`config.mk`:
```
export PLATFORM = sky130hd
export DESIGN_NAME = cmp_page_drive_flat
export DESIGN_NICKNAME = d
export VERILOG_FILES = /design/src/rtl/cmp_page_pkg.sv /design/src/rtl/cmp_page_if.sv /design/src/rtl/cmp_page_drive.sv /design/src/flat_wrapper.sv
export SDC_FILE = /design/constraint.sdc
export NUM_CORES = 1
export LEC_CHECK = 0
export BUFFER_PORTS_ARGS = -buffer_cell sky130_fd_sc_hd__buf_2
export CORE_UTILIZATION = 40
export CTS_CLUSTER_DIAMETER = 150
export DETAILED_ROUTE_END_ITERATION = 8
export PLACE_DENSITY_LB_ADDON = 0.12
export REMOVE_ABC_BUFFERS = 1
export SYNTH_ARGS = -nofsm -noshare
export SYNTH_HDL_FRONTEND = slang
export SYNTH_SLANG_ARGS = --single-unit
```
`constraint.sdc`:
```
create_clock -name clk_sys -period 1.4 [get_ports clk_sys]
set_input_delay 0.14 -clock clk_sys [delete_from_list [all_inputs] [get_ports clk_sys]]
set_output_delay 0.14 -clock clk_sys [all_outputs]
set_load 0.03 [all_outputs]
```
`src/rtl/cmp_page_pkg.sv`:
```
// constants for the compression parameter page checker
// assumes one system clock and active-low asynchronous reset
package cmp_page_pkg;
    localparam logic [5:0] PAGE_CODE = 6'h0f;
    localparam logic [7:0] PAGE_LEN = 8'h0e;
    localparam int PAGE_BYTES = 16;
    localparam logic [3:0] BYTE_CODE = 4'h0;
    localparam logic [3:0] BYTE_LEN = 4'h1;
    localparam logic [3:0] BYTE_CTL = 4'h2;
    localparam logic [3:0] BYTE_DCTL = 4'h3;
    localparam logic [3:0] BYTE_CALG_FIRST = 4'h4;
    localparam logic [3:0] BYTE_DALG_LAST = 4'hb;
    localparam int COMPRESS_ENABLE_POS = 7;
    localparam int COMPRESS_CAPABLE_POS = 6;
    localparam int DECOMPRESS_ENABLE_POS = 7;
    localparam int EXC_REPORT_HI = 6;
    localparam int EXC_REPORT_LO = 5;
    localparam logic [1:0] STATUS_GOOD = 2'h0;
    localparam logic [1:0] STATUS_CHECK = 2'h1;
    localparam logic [3:0] SENSE_NONE = 4'h0;
    localparam logic [3:0] SENSE_ILLEGAL_REQUEST = 4'h5;
endpackage

```
`src/rtl/cmp_page_if.sv`:
```
// byte link between initiator end and drive end for the page
// assumes both ends share clk_sys
`timescale 1ns/10ps
interface cmp_page_if;
    logic select_start;
    logic sense_start;
    logic page_format;
    logic out_valid;
    logic [7:0] out_byte;
    logic in_valid;
    logic [7:0] in_byte;
    logic done;
    logic [1:0] status;
    logic [3:0] sense_key;
    modport drive (
        input select_start, sense_start, page_format, out_valid, out_byte,
        output in_valid, in_byte, done, status, sense_key
    );
    modport initiator (
        output select_start, sense_start, page_format, out_valid, out_byte,
        input in_valid, in_byte, done, status, sense_key
    );
endinterface

```
`src/rtl/cmp_page_drive.sv`:
```
// drive end: checks a received compression page, returns the sensed page
// assumes the initiator streams 16 bytes one per out_valid after select_start
// Function
// - page accepted only with page format set
// - page code bits 5..0 must be 0fh
// - page length must be 0eh, echoed 0eh
// - compress enable bit must be zero
// - sensed compress capable bit is zero
// - decompress enable bit must be zero
// - exception report field must be 00
// - compression algorithm bytes 4..7 zero
// - decompression algorithm bytes 8..11 zero
// - bytes 12..15 reserved, returned as zero
`timescale 1ns/10ps
module cmp_page_drive (
    // clock and reset
    input wire logic clk_sys,
    input wire logic reset_n,
    // link
    cmp_page_if.drive link,
    // drive side
    output logic accepted_q,
    output logic rejected_q
);
    typedef enum logic [1:0] {
        IDLE = 2'b00,
        RECV = 2'b01,
        SEND = 2'b10,
        DONE = 2'b11
    } state_t;

    // kind of command in flight
    typedef enum logic {
        CMD_SELECT = 1'b0,
        CMD_SENSE = 1'b1
    } cmd_t;

    state_t state_q;
    cmd_t cmd_q;
    logic [3:0] idx_q;
    logic last_idx;
    logic bad_q;
    logic pf_q;
    logic reject;
    logic [cmp_page_pkg::PAGE_BYTES-1:0] pos_bad;
    logic [7:0] sense_table [cmp_page_pkg::PAGE_BYTES];
    logic byte_bad;
    logic [7:0] sense_byte;
    logic [1:0] status_q;
    logic [3:0] key_q;
    logic done_q;
    logic in_valid_q;
    logic [7:0] in_byte_q;

    // per position: field check on receive, byte value on return
    for (genvar i = 0; i < cmp_page_pkg::PAGE_BYTES; i++) begin : g_pos
        localparam logic [3:0] POS = 4'(i);
        if (POS == cmp_page_pkg::BYTE_CODE) begin : g_code
            assign pos_bad[i] = link.out_byte[5:0] != cmp_page_pkg::PAGE_CODE;
            assign sense_table[i] = {2'h0, cmp_page_pkg::PAGE_CODE};
        end else if (POS == cmp_page_pkg::BYTE_LEN) begin : g_len
            assign pos_bad[i] = link.out_byte != cmp_page_pkg::PAGE_LEN;
            assign sense_table[i] = cmp_page_pkg::PAGE_LEN;
        end else if (POS == cmp_page_pkg::BYTE_CTL) begin : g_ctl
            assign pos_bad[i] = link.out_byte[cmp_page_pkg::COMPRESS_ENABLE_POS];
            assign sense_table[i] = 8'h00;
        end else if (POS == cmp_page_pkg::BYTE_DCTL) begin : g_dctl
            assign pos_bad[i] = link.out_byte[cmp_page_pkg::DECOMPRESS_ENABLE_POS]
                | (|link.out_byte[cmp_page_pkg::EXC_REPORT_HI:cmp_page_pkg::EXC_REPORT_LO]);
            assign sense_table[i] = 8'h00;
        end else if (POS >= cmp_page_pkg::BYTE_CALG_FIRST
                && POS <= cmp_page_pkg::BYTE_DALG_LAST) begin : g_alg
            assign pos_bad[i] = |link.out_byte;
            assign sense_table[i] = 8'h00;
        end else begin : g_rsvd
            assign pos_bad[i] = 1'b0;
            assign sense_table[i] = 8'h00;
        end
    end

    // the position now on the link
    assign byte_bad = pos_bad[idx_q];
    assign sense_byte = sense_table[idx_q];
    assign last_idx = idx_q == 4'(cmp_page_pkg::PAGE_BYTES - 1);

    // command sequencing
    always_ff @(posedge clk_sys or negedge reset_n) begin
        if (!reset_n) begin
            state_q <= IDLE;
        end else begin
            unique case (state_q)
                IDLE: begin
                    if (link.select_start) begin
                        state_q <= RECV;
                    end else if (link.sense_start) begin
                        state_q <= SEND;
                    end
                end
                RECV: begin
                    if (link.out_valid && last_idx) begin
                        state_q <= DONE;
                    end
                end
                SEND: begin
                    if (last_idx) begin
                        state_q <= DONE;
                    end
                end
                DONE: begin
                    state_q <= IDLE;
                end
            endcase
        end
    end

    // byte position within the page
    always_ff @(posedge clk_sys or negedge reset_n) begin
        if (!reset_n) begin
            idx_q <= 4'h0;
        end else if (state_q == IDLE) begin
            idx_q <= 4'h0;
        end else if (state_q == SEND || (state_q == RECV && link.out_valid)) begin
            idx_q <= idx_q + 4'h1;
        end
    end

    // command kind and page format flag, caught at the start
    always_ff @(posedge clk_sys or negedge reset_n) begin
        if (!reset_n) begin
            cmd_q <= CMD_SELECT;
            pf_q <= 1'b0;
        end else if (state_q == IDLE) begin
            if (link.select_start) begin
                cmd_q <= CMD_SELECT;
                pf_q <= link.page_format;
            end else if (link.sense_start) begin
                cmd_q <= CMD_SENSE;
            end
        end
    end

    // any unsupported field seen in the received page
    always_ff @(posedge clk_sys or negedge reset_n) begin
        if (!reset_n) begin
            bad_q <= 1'b0;
        end else if (state_q == IDLE) begin
            bad_q <= 1'b0;
        end else if (state_q == RECV && link.out_valid) begin
            bad_q <= bad_q | byte_bad;
        end
    end

    // a received page without page format or with a bad field
    assign reject = cmd_q == CMD_SELECT && (bad_q || !pf_q);

    // returned page bytes
    always_ff @(posedge clk_sys or negedge reset_n) begin
        if (!reset_n) begin
            in_valid_q <= 1'b0;
            in_byte_q <= 8'h00;
        end else begin
            in_valid_q <= state_q == SEND;
            in_byte_q <= (state_q == SEND) ? sense_byte : 8'h00;
        end
    end

    // end of command pulse
    always_ff @(posedge clk_sys or negedge reset_n) begin
        if (!reset_n) begin
            done_q <= 1'b0;
        end else begin
            done_q <= state_q == DONE;
        end
    end

    // completion status, held until the next command ends
    always_ff @(posedge clk_sys or negedge reset_n) begin
        if (!reset_n) begin
            status_q <= cmp_page_pkg::STATUS_GOOD;
            key_q <= cmp_page_pkg::SENSE_NONE;
        end else if (state_q == DONE) begin
            if (reject) begin
                status_q <= cmp_page_pkg::STATUS_CHECK;
                key_q <= cmp_page_pkg::SENSE_ILLEGAL_REQUEST;
            end else begin
                status_q <= cmp_page_pkg::STATUS_GOOD;
                key_q <= cmp_page_pkg::SENSE_NONE;
            end
        end
    end

    // one-cycle verdict pulses for a received page
    always_ff @(posedge clk_sys or negedge reset_n) begin
        if (!reset_n) begin
            accepted_q <= 1'b0;
            rejected_q <= 1'b0;
        end else begin
            accepted_q <= state_q == DONE && cmd_q == CMD_SELECT && !reject;
            rejected_q <= state_q == DONE && reject;
        end
    end

    assign link.in_valid = in_valid_q;
    assign link.in_byte = in_byte_q;
    assign link.done = done_q;
    assign link.status = status_q;
    assign link.sense_key = key_q;
endmodule

```
`src/flat_wrapper.sv`:
```
// flat-port wrapper written by rule: the top's interface ports become plain ports
module cmp_page_drive_flat 
  (clk_sys, reset_n, accepted_q, rejected_q, link_select_start, link_sense_start, link_page_format, link_out_valid, link_out_byte, link_in_valid, link_in_byte, link_done, link_status, link_sense_key);
  cmp_page_if link_i ();
  input wire logic clk_sys;
  input wire logic reset_n;
  output logic accepted_q;
  output logic rejected_q;
  input wire logic [$bits(link_i.select_start)-1:0] link_select_start;
  input wire logic [$bits(link_i.sense_start)-1:0] link_sense_start;
  input wire logic [$bits(link_i.page_format)-1:0] link_page_format;
  input wire logic [$bits(link_i.out_valid)-1:0] link_out_valid;
  input wire logic [$bits(link_i.out_byte)-1:0] link_out_byte;
  output wire logic [$bits(link_i.in_valid)-1:0] link_in_valid;
  output wire logic [$bits(link_i.in_byte)-1:0] link_in_byte;
  output wire logic [$bits(link_i.done)-1:0] link_done;
  output wire logic [$bits(link_i.status)-1:0] link_status;
  output wire logic [$bits(link_i.sense_key)-1:0] link_sense_key;
  assign link_i.select_start = link_select_start;
  assign link_i.sense_start = link_sense_start;
  assign link_i.page_format = link_page_format;
  assign link_i.out_valid = link_out_valid;
  assign link_i.out_byte = link_out_byte;
  assign link_in_valid = link_i.in_valid;
  assign link_in_byte = link_i.in_byte;
  assign link_done = link_i.done;
  assign link_status = link_i.status;
  assign link_sense_key = link_i.sense_key;
  cmp_page_drive u_core (.clk_sys(clk_sys), .reset_n(reset_n), .link(link_i), .accepted_q(accepted_q), .rejected_q(rejected_q));
endmodule
```
== Word-level counts from Yosys, hierarchy flattened ==
Memory sizes are Yosys's and may differ from the RTL's.
Cells that the tools add are included.
Storage, ports and cells
  bits in registers: 27
  memory bits (read-only): 128
  output and inout bits: 18
  memories: 1
Operators by class
  $add $sub $neg: 1
  order comparisons: 2
  eq/ne operators: 9
  multiplexer cells: 18
  bitwise operators: 4
  reduce and logical (&&, ||, !) cells: 19
Memories
  (name not given): depth 16, width 8, rd ports 1, clocked after Yosys merged registers in 0, write ports 0, RTL line cmp_page_drive.sv:83  | assign sense_byte = sense_table[idx_q];
Operators by type and width (number)
  $mux 8: 3
  $mux 2: 4
  $mux 4: 2
  $ne 8x4->1 const B: 1
  $pmux 2 s4: 1
  $reduce_or 8->1: 1
  $logic_and 1x1->1: 6
  $mux 1: 6
  $ne 6x4->1 const B: 1
  $reduce_bool 2->1: 3
  $ge 5x5->1 const B: 1
  $lt 4x5->1 const B: 1
  $not 4->5: 1
  $add 4x1->4 const B: 1
  $bmux 1 s4: 1
  $eq 2x2->1 const B: 2
  $eq 4x4->1 const B: 1
  $ne 2x1->1 const B: 2
  $reduce_and 2->1: 2
  $mux 3: 1
  $ne 3x3->1 const B: 1
  $reduce_and 3->1: 1
  $eq 2x1->1 const B: 1
  $logic_not 1->1: 2
  5 further kinds: 7

== Logic depth before layout (Yosys ltp) ==
  word-level depth: 7
  gate-level depth with buffers: 6
  gate-level depth less buffers: 5

== Least setup slack after synthesis ==
No wires, ideal clock.
  path kind: flip-flop to flip-flop
  from: reg u_core.state_q[0]
  to: reg u_core.state_q[1]
  data arrival time: 1296 ps
  required time: 1327 ps
  path slack: 31 ps
  stages on the path, launching flop included: 6
  period minus slack after synthesis: 1369 ps
  cell sequence: dfrtp_1 inv_1 ha_1 or2_1 a221oi_2 a2bb2oi_2
Between the ends
  longest elaborated chain between the ends: 3
  elaborated cells on any way between the ends: 9
  those cells by class: eq/ne (6); mux (1); reduce/logical (2)
RTL lines
  start: declaration: RTL line cmp_page_drive.sv:38  | state_t state_q;
  start signal: assignment: RTL line cmp_page_drive.sv:89  | state_q <= IDLE;
  start signal: assignment: RTL line cmp_page_drive.sv:94  | state_q <= RECV;
  start signal: assignment: RTL line cmp_page_drive.sv:96  | state_q <= SEND;
  $eq 2x2->1 (tied with other cells): RTL line cmp_page_drive.sv:91  | unique case (state_q)
  $ne 2x1->1 (no line) or $ne 3x3->1 (tied branches)
  $reduce_and 3->1 (no line)
Parallel ways exist; a longest one is shown, timed or not.
A chain may end at the register's enable or synchronous reset.

== Worst setup path in the final report ==
  from: reg u_core.state_q[1]
  to: reg u_core.state_q[1]
Same word-level chain as after synthesis.

==> results.sh <==
export IMPL_grt_remaining_overflow=0
export IMPL_netlist_area_um2=927
export IMPL_gp_congestion=0.820
export IMPL_grt_pass1_wl_um=2860
export IMPL_drive_gt1_frac=0.423
export IMPL_synth_top_cell_by_area="dfrtp_1"
export IMPL_critPathRequiredTime_ps=1620
export IMPL_antenna_cells=0
export IMPL_synth_ff_type="dfrtp_1"
export IMPL_period_needed_ps=1450
export IMPL_cp_end_kind="flip-flop"
export IMPL_grt_max_degree=17
export IMPL_hold_violations=0
export IMPL_crit_fanout=3
export IMPL_synth_commonest_cells="16 x dfrtp_1, 11 x buf_4, 9 x inv_1, 6 x ha_1, 5 x a21oi_1"
export IMPL_std_cell_rows=17
export IMPL_r2r_cells=5
export IMPL_dp_hpwl_um=1270
export IMPL_drc=0
export IMPL_path_class="flip-flop to flip-flop"
export IMPL_start_util=0.423
export IMPL_hold_path_class="input port to flip-flop"
export IMPL_ir_worst_vdd_uv=1090
export IMPL_final_hold_worst_slack_ps=65.3
export IMPL_numPortBuffers=24
export IMPL_cp_arrival_ps=1670
export IMPL_boundaryPins=32
export IMPL_cts_tree="built"
export IMPL_regArea_um2=402
export IMPL_whs_endpoint="u_core.cmd_q$_DFFE_PN0P_"
export IMPL_fin_skew_ps=2.11
export IMPL_yosysSeqAreaShare=0.432
export IMPL_r2r_end="u_core.state_q[1]$_DFFE_PN0P_"
export IMPL_htree_num_levels=1
export IMPL_maxCapViolCount=0
export IMPL_antenna_found_initial=0
export IMPL_layout_nets=145
export IMPL_fp_dieArea_um2=2510
export IMPL_clk_latency_ps=280
export IMPL_synth_top_area_frac=0.432
export IMPL_netlist_instances=90
export IMPL_violations="setup timing"
export IMPL_drt_iter0_drc=3
export IMPL_core_area_um2=2190
export IMPL_cts_root_buffer="clkbuf_4"
export IMPL_critPathLaunchType="flip-flop"
export IMPL_clock_sinks=16
export IMPL_detail_route_antenna_nets=0
export IMPL_vias=721
export IMPL_die_w_um=50.1
export IMPL_fmax_mhz=688
export IMPL_setup_violations_final=4
export IMPL_routed_wl_um=1830
export IMPL_nFillCells=193
export IMPL_powerDensity_nw_per_um2=2250
export IMPL_syn_to_final_growth_pct=29.0
export IMPL_dp_cells=141
export IMPL_drv_slew=0
export IMPL_tns_ps=-147
export IMPL_r2r_setup_slack_ps=-50
export IMPL_design_area_um2=1200
export IMPL_rsz0062_at_grt="true"
export IMPL_hold_path_cell_count=2
export IMPL_grt_usage=0.154
export IMPL_async_flop_share=1.00
export IMPL_routed_via_density=4.77
export IMPL_placed_area_um2=1050
export IMPL_chipHeight_um=50.1
export IMPL_min_period_over_period=1.04
export IMPL_clockBufferDepth=2
export IMPL_hold_start="link_select_start"
export IMPL_yosysMostFrequentCell="dfrtp_1"
export IMPL_total_power_w=0.00270
export IMPL_synth_edf_count=0
export IMPL_crit_reg2reg_launch="u_core.state_q[1]$_DFFE_PN0P_"
export IMPL_multi_input_area_um2=488
export IMPL_ys_top_cells_by_area="dfrtp_1 43%, buf_4 8.9%, ha_1 8.1%"
export IMPL_wl_per_cell_um=12.1
export IMPL_cts_made_buffers=3
export IMPL_drt_pass1_iterations=2
export IMPL_fin_cells=151
export IMPL_critPathLaunch="u_core.state_q[1]$_DFFE_PN0P_"
export IMPL_synth_avg_cell_area_um2=10.3
export IMPL_outcome="complete, but fails checks"
export IMPL_grt_pass1_vias=656
export IMPL_power_leakage_nw=0.587
export IMPL_ys_warnings_count=0
export IMPL_worst_slack_ps=-53.6
export IMPL_yosysUniqueCellTypes=34
export IMPL_synth_seq_cells=16
export IMPL_clk_pin_slew_worst_paths_ps=90
-- cells by family (layout without fill, tap and decap cells) --
kind of cell,Yosys count,after routing,synth area share
flip-flops,16,16,0.432
buffers and inverters,21,48,0.131
XOR/XNOR,2,2,0.0189
multiplexers,2,2,0.0229
adder cells (fa/ha/maj),6,6,0.0810
AND/OR/NAND/NOR,23,23,0.158
other,1,7,0.00404
AO/OA/AOI/OAI,19,19,0.152
-- cells in the final DEF (no fill, tap or decap), types with 2 or more instances in the layout --
master	n
a21oi_1	4
nor2b_1	3
xnor2_1	2
ha_4	3
buf_2	24
nand2b_1	2
a21oi_2	2
conb_1	7
nand3_1	2
clkbuf_4	3
inv_1	8
buf_4	11
o21ai_0	4
dfrtp_1	15
nor2_1	4
nor4_1	2
and3_1	2
ha_1	3
or3_1	2
-- cell type report --
class | instances | share of cell area
multi-input cells | 59 | 0.408
flip-flops and latches | 16 | 0.336
inverters | 9 | 0.0303
well taps | 28 | 0.0293
clock buffers | 3 | 0.0188
repair buffers | 36 | 0.178
-- power breakdown --
part / internal [W] / switching [W] / leakage, nW
sequential: 0.000657 / 0.000143 / 0.203
clock: 0.0000997 / 0.000141 / 0.0138
combinational: 0.000765 / 0.000890 / 0.370
total: 0.00152 / 0.00117 / 0.587
-- routing by layer --
metal  wire [um]  part of all wire  track usage  vias to the layer above
li1            -                 -            -                      359
met1         868              0.47        0.195                      342
met2         884              0.48        0.258                       18
met3          64             0.035       0.0273                        2
met4          15            0.0082       0.0571                        0
met5           0                 0            0                        -
-- sequential cells by signal, summed over array words and instances, names as in the netlist --
register	cells
u_core.idx_q	4
u_core.link.done	1
u_core.rejected_q	1
u_core.link.in_valid	1
u_core.accepted_q	1
u_core.cmd_q	1
u_core.state_q	2
u_core.link.sense_key	1
u_core.link.in_byte	2
u_core.pf_q	1
u_core.bad_q	1
-- worst max path at each step --
| stage | slack (ps) | depth (start not counted) | to |
|---|---|---|---|
| 6_report | -50 | 5 | u_core.state_q[1]$_DFFE_PN0P_ |
| 5_1_grt | -140 | 5 | u_core.bad_q$_DFFE_PN0P_ |
| 2_1_floorplan | -40 | 5 | u_core.bad_q$_DFFE_PN0P_ |
| 3_5_place_dp | -60 | 5 | u_core.state_q[0]$_DFFE_PN0P_ |
| 3_3_place_gp | -10 | 5 | u_core.state_q[1]$_DFFE_PN0P_ |
| 4_1_cts | -30 | 5 | u_core.state_q[1]$_DFFE_PN0P_ |
-- per-stage QoR --
step	setup WS, ps	util
2_1_floorplan	-35.5	-
3_3_place_gp	-12.7	0.481
3_5_place_dp	-58.6	0.481
4_1_cts	-27.0	0.508
5_1_grt	-145	0.546
6_report	-53.6	0.546
-- timing repair --
action                                  4_1_cts  5_1_grt
endpoints found under the setup margin        5        7
pin swaps                                     2        4
cloned                                        0        0
endpoints found under the hold margin        16        0
hold buffers                                  1        0
buffers inserted                              2        4
gates resized for setup                       4        9
-- critical path, stage by stage (launching register included) --
cell and delay, ps:
dfrtp_1 410, buf_4 150, ha_4 160, or2_4 250, a221oi_4 270, a2bb2oi_2 150
Power figures use the tool's default switching activity.
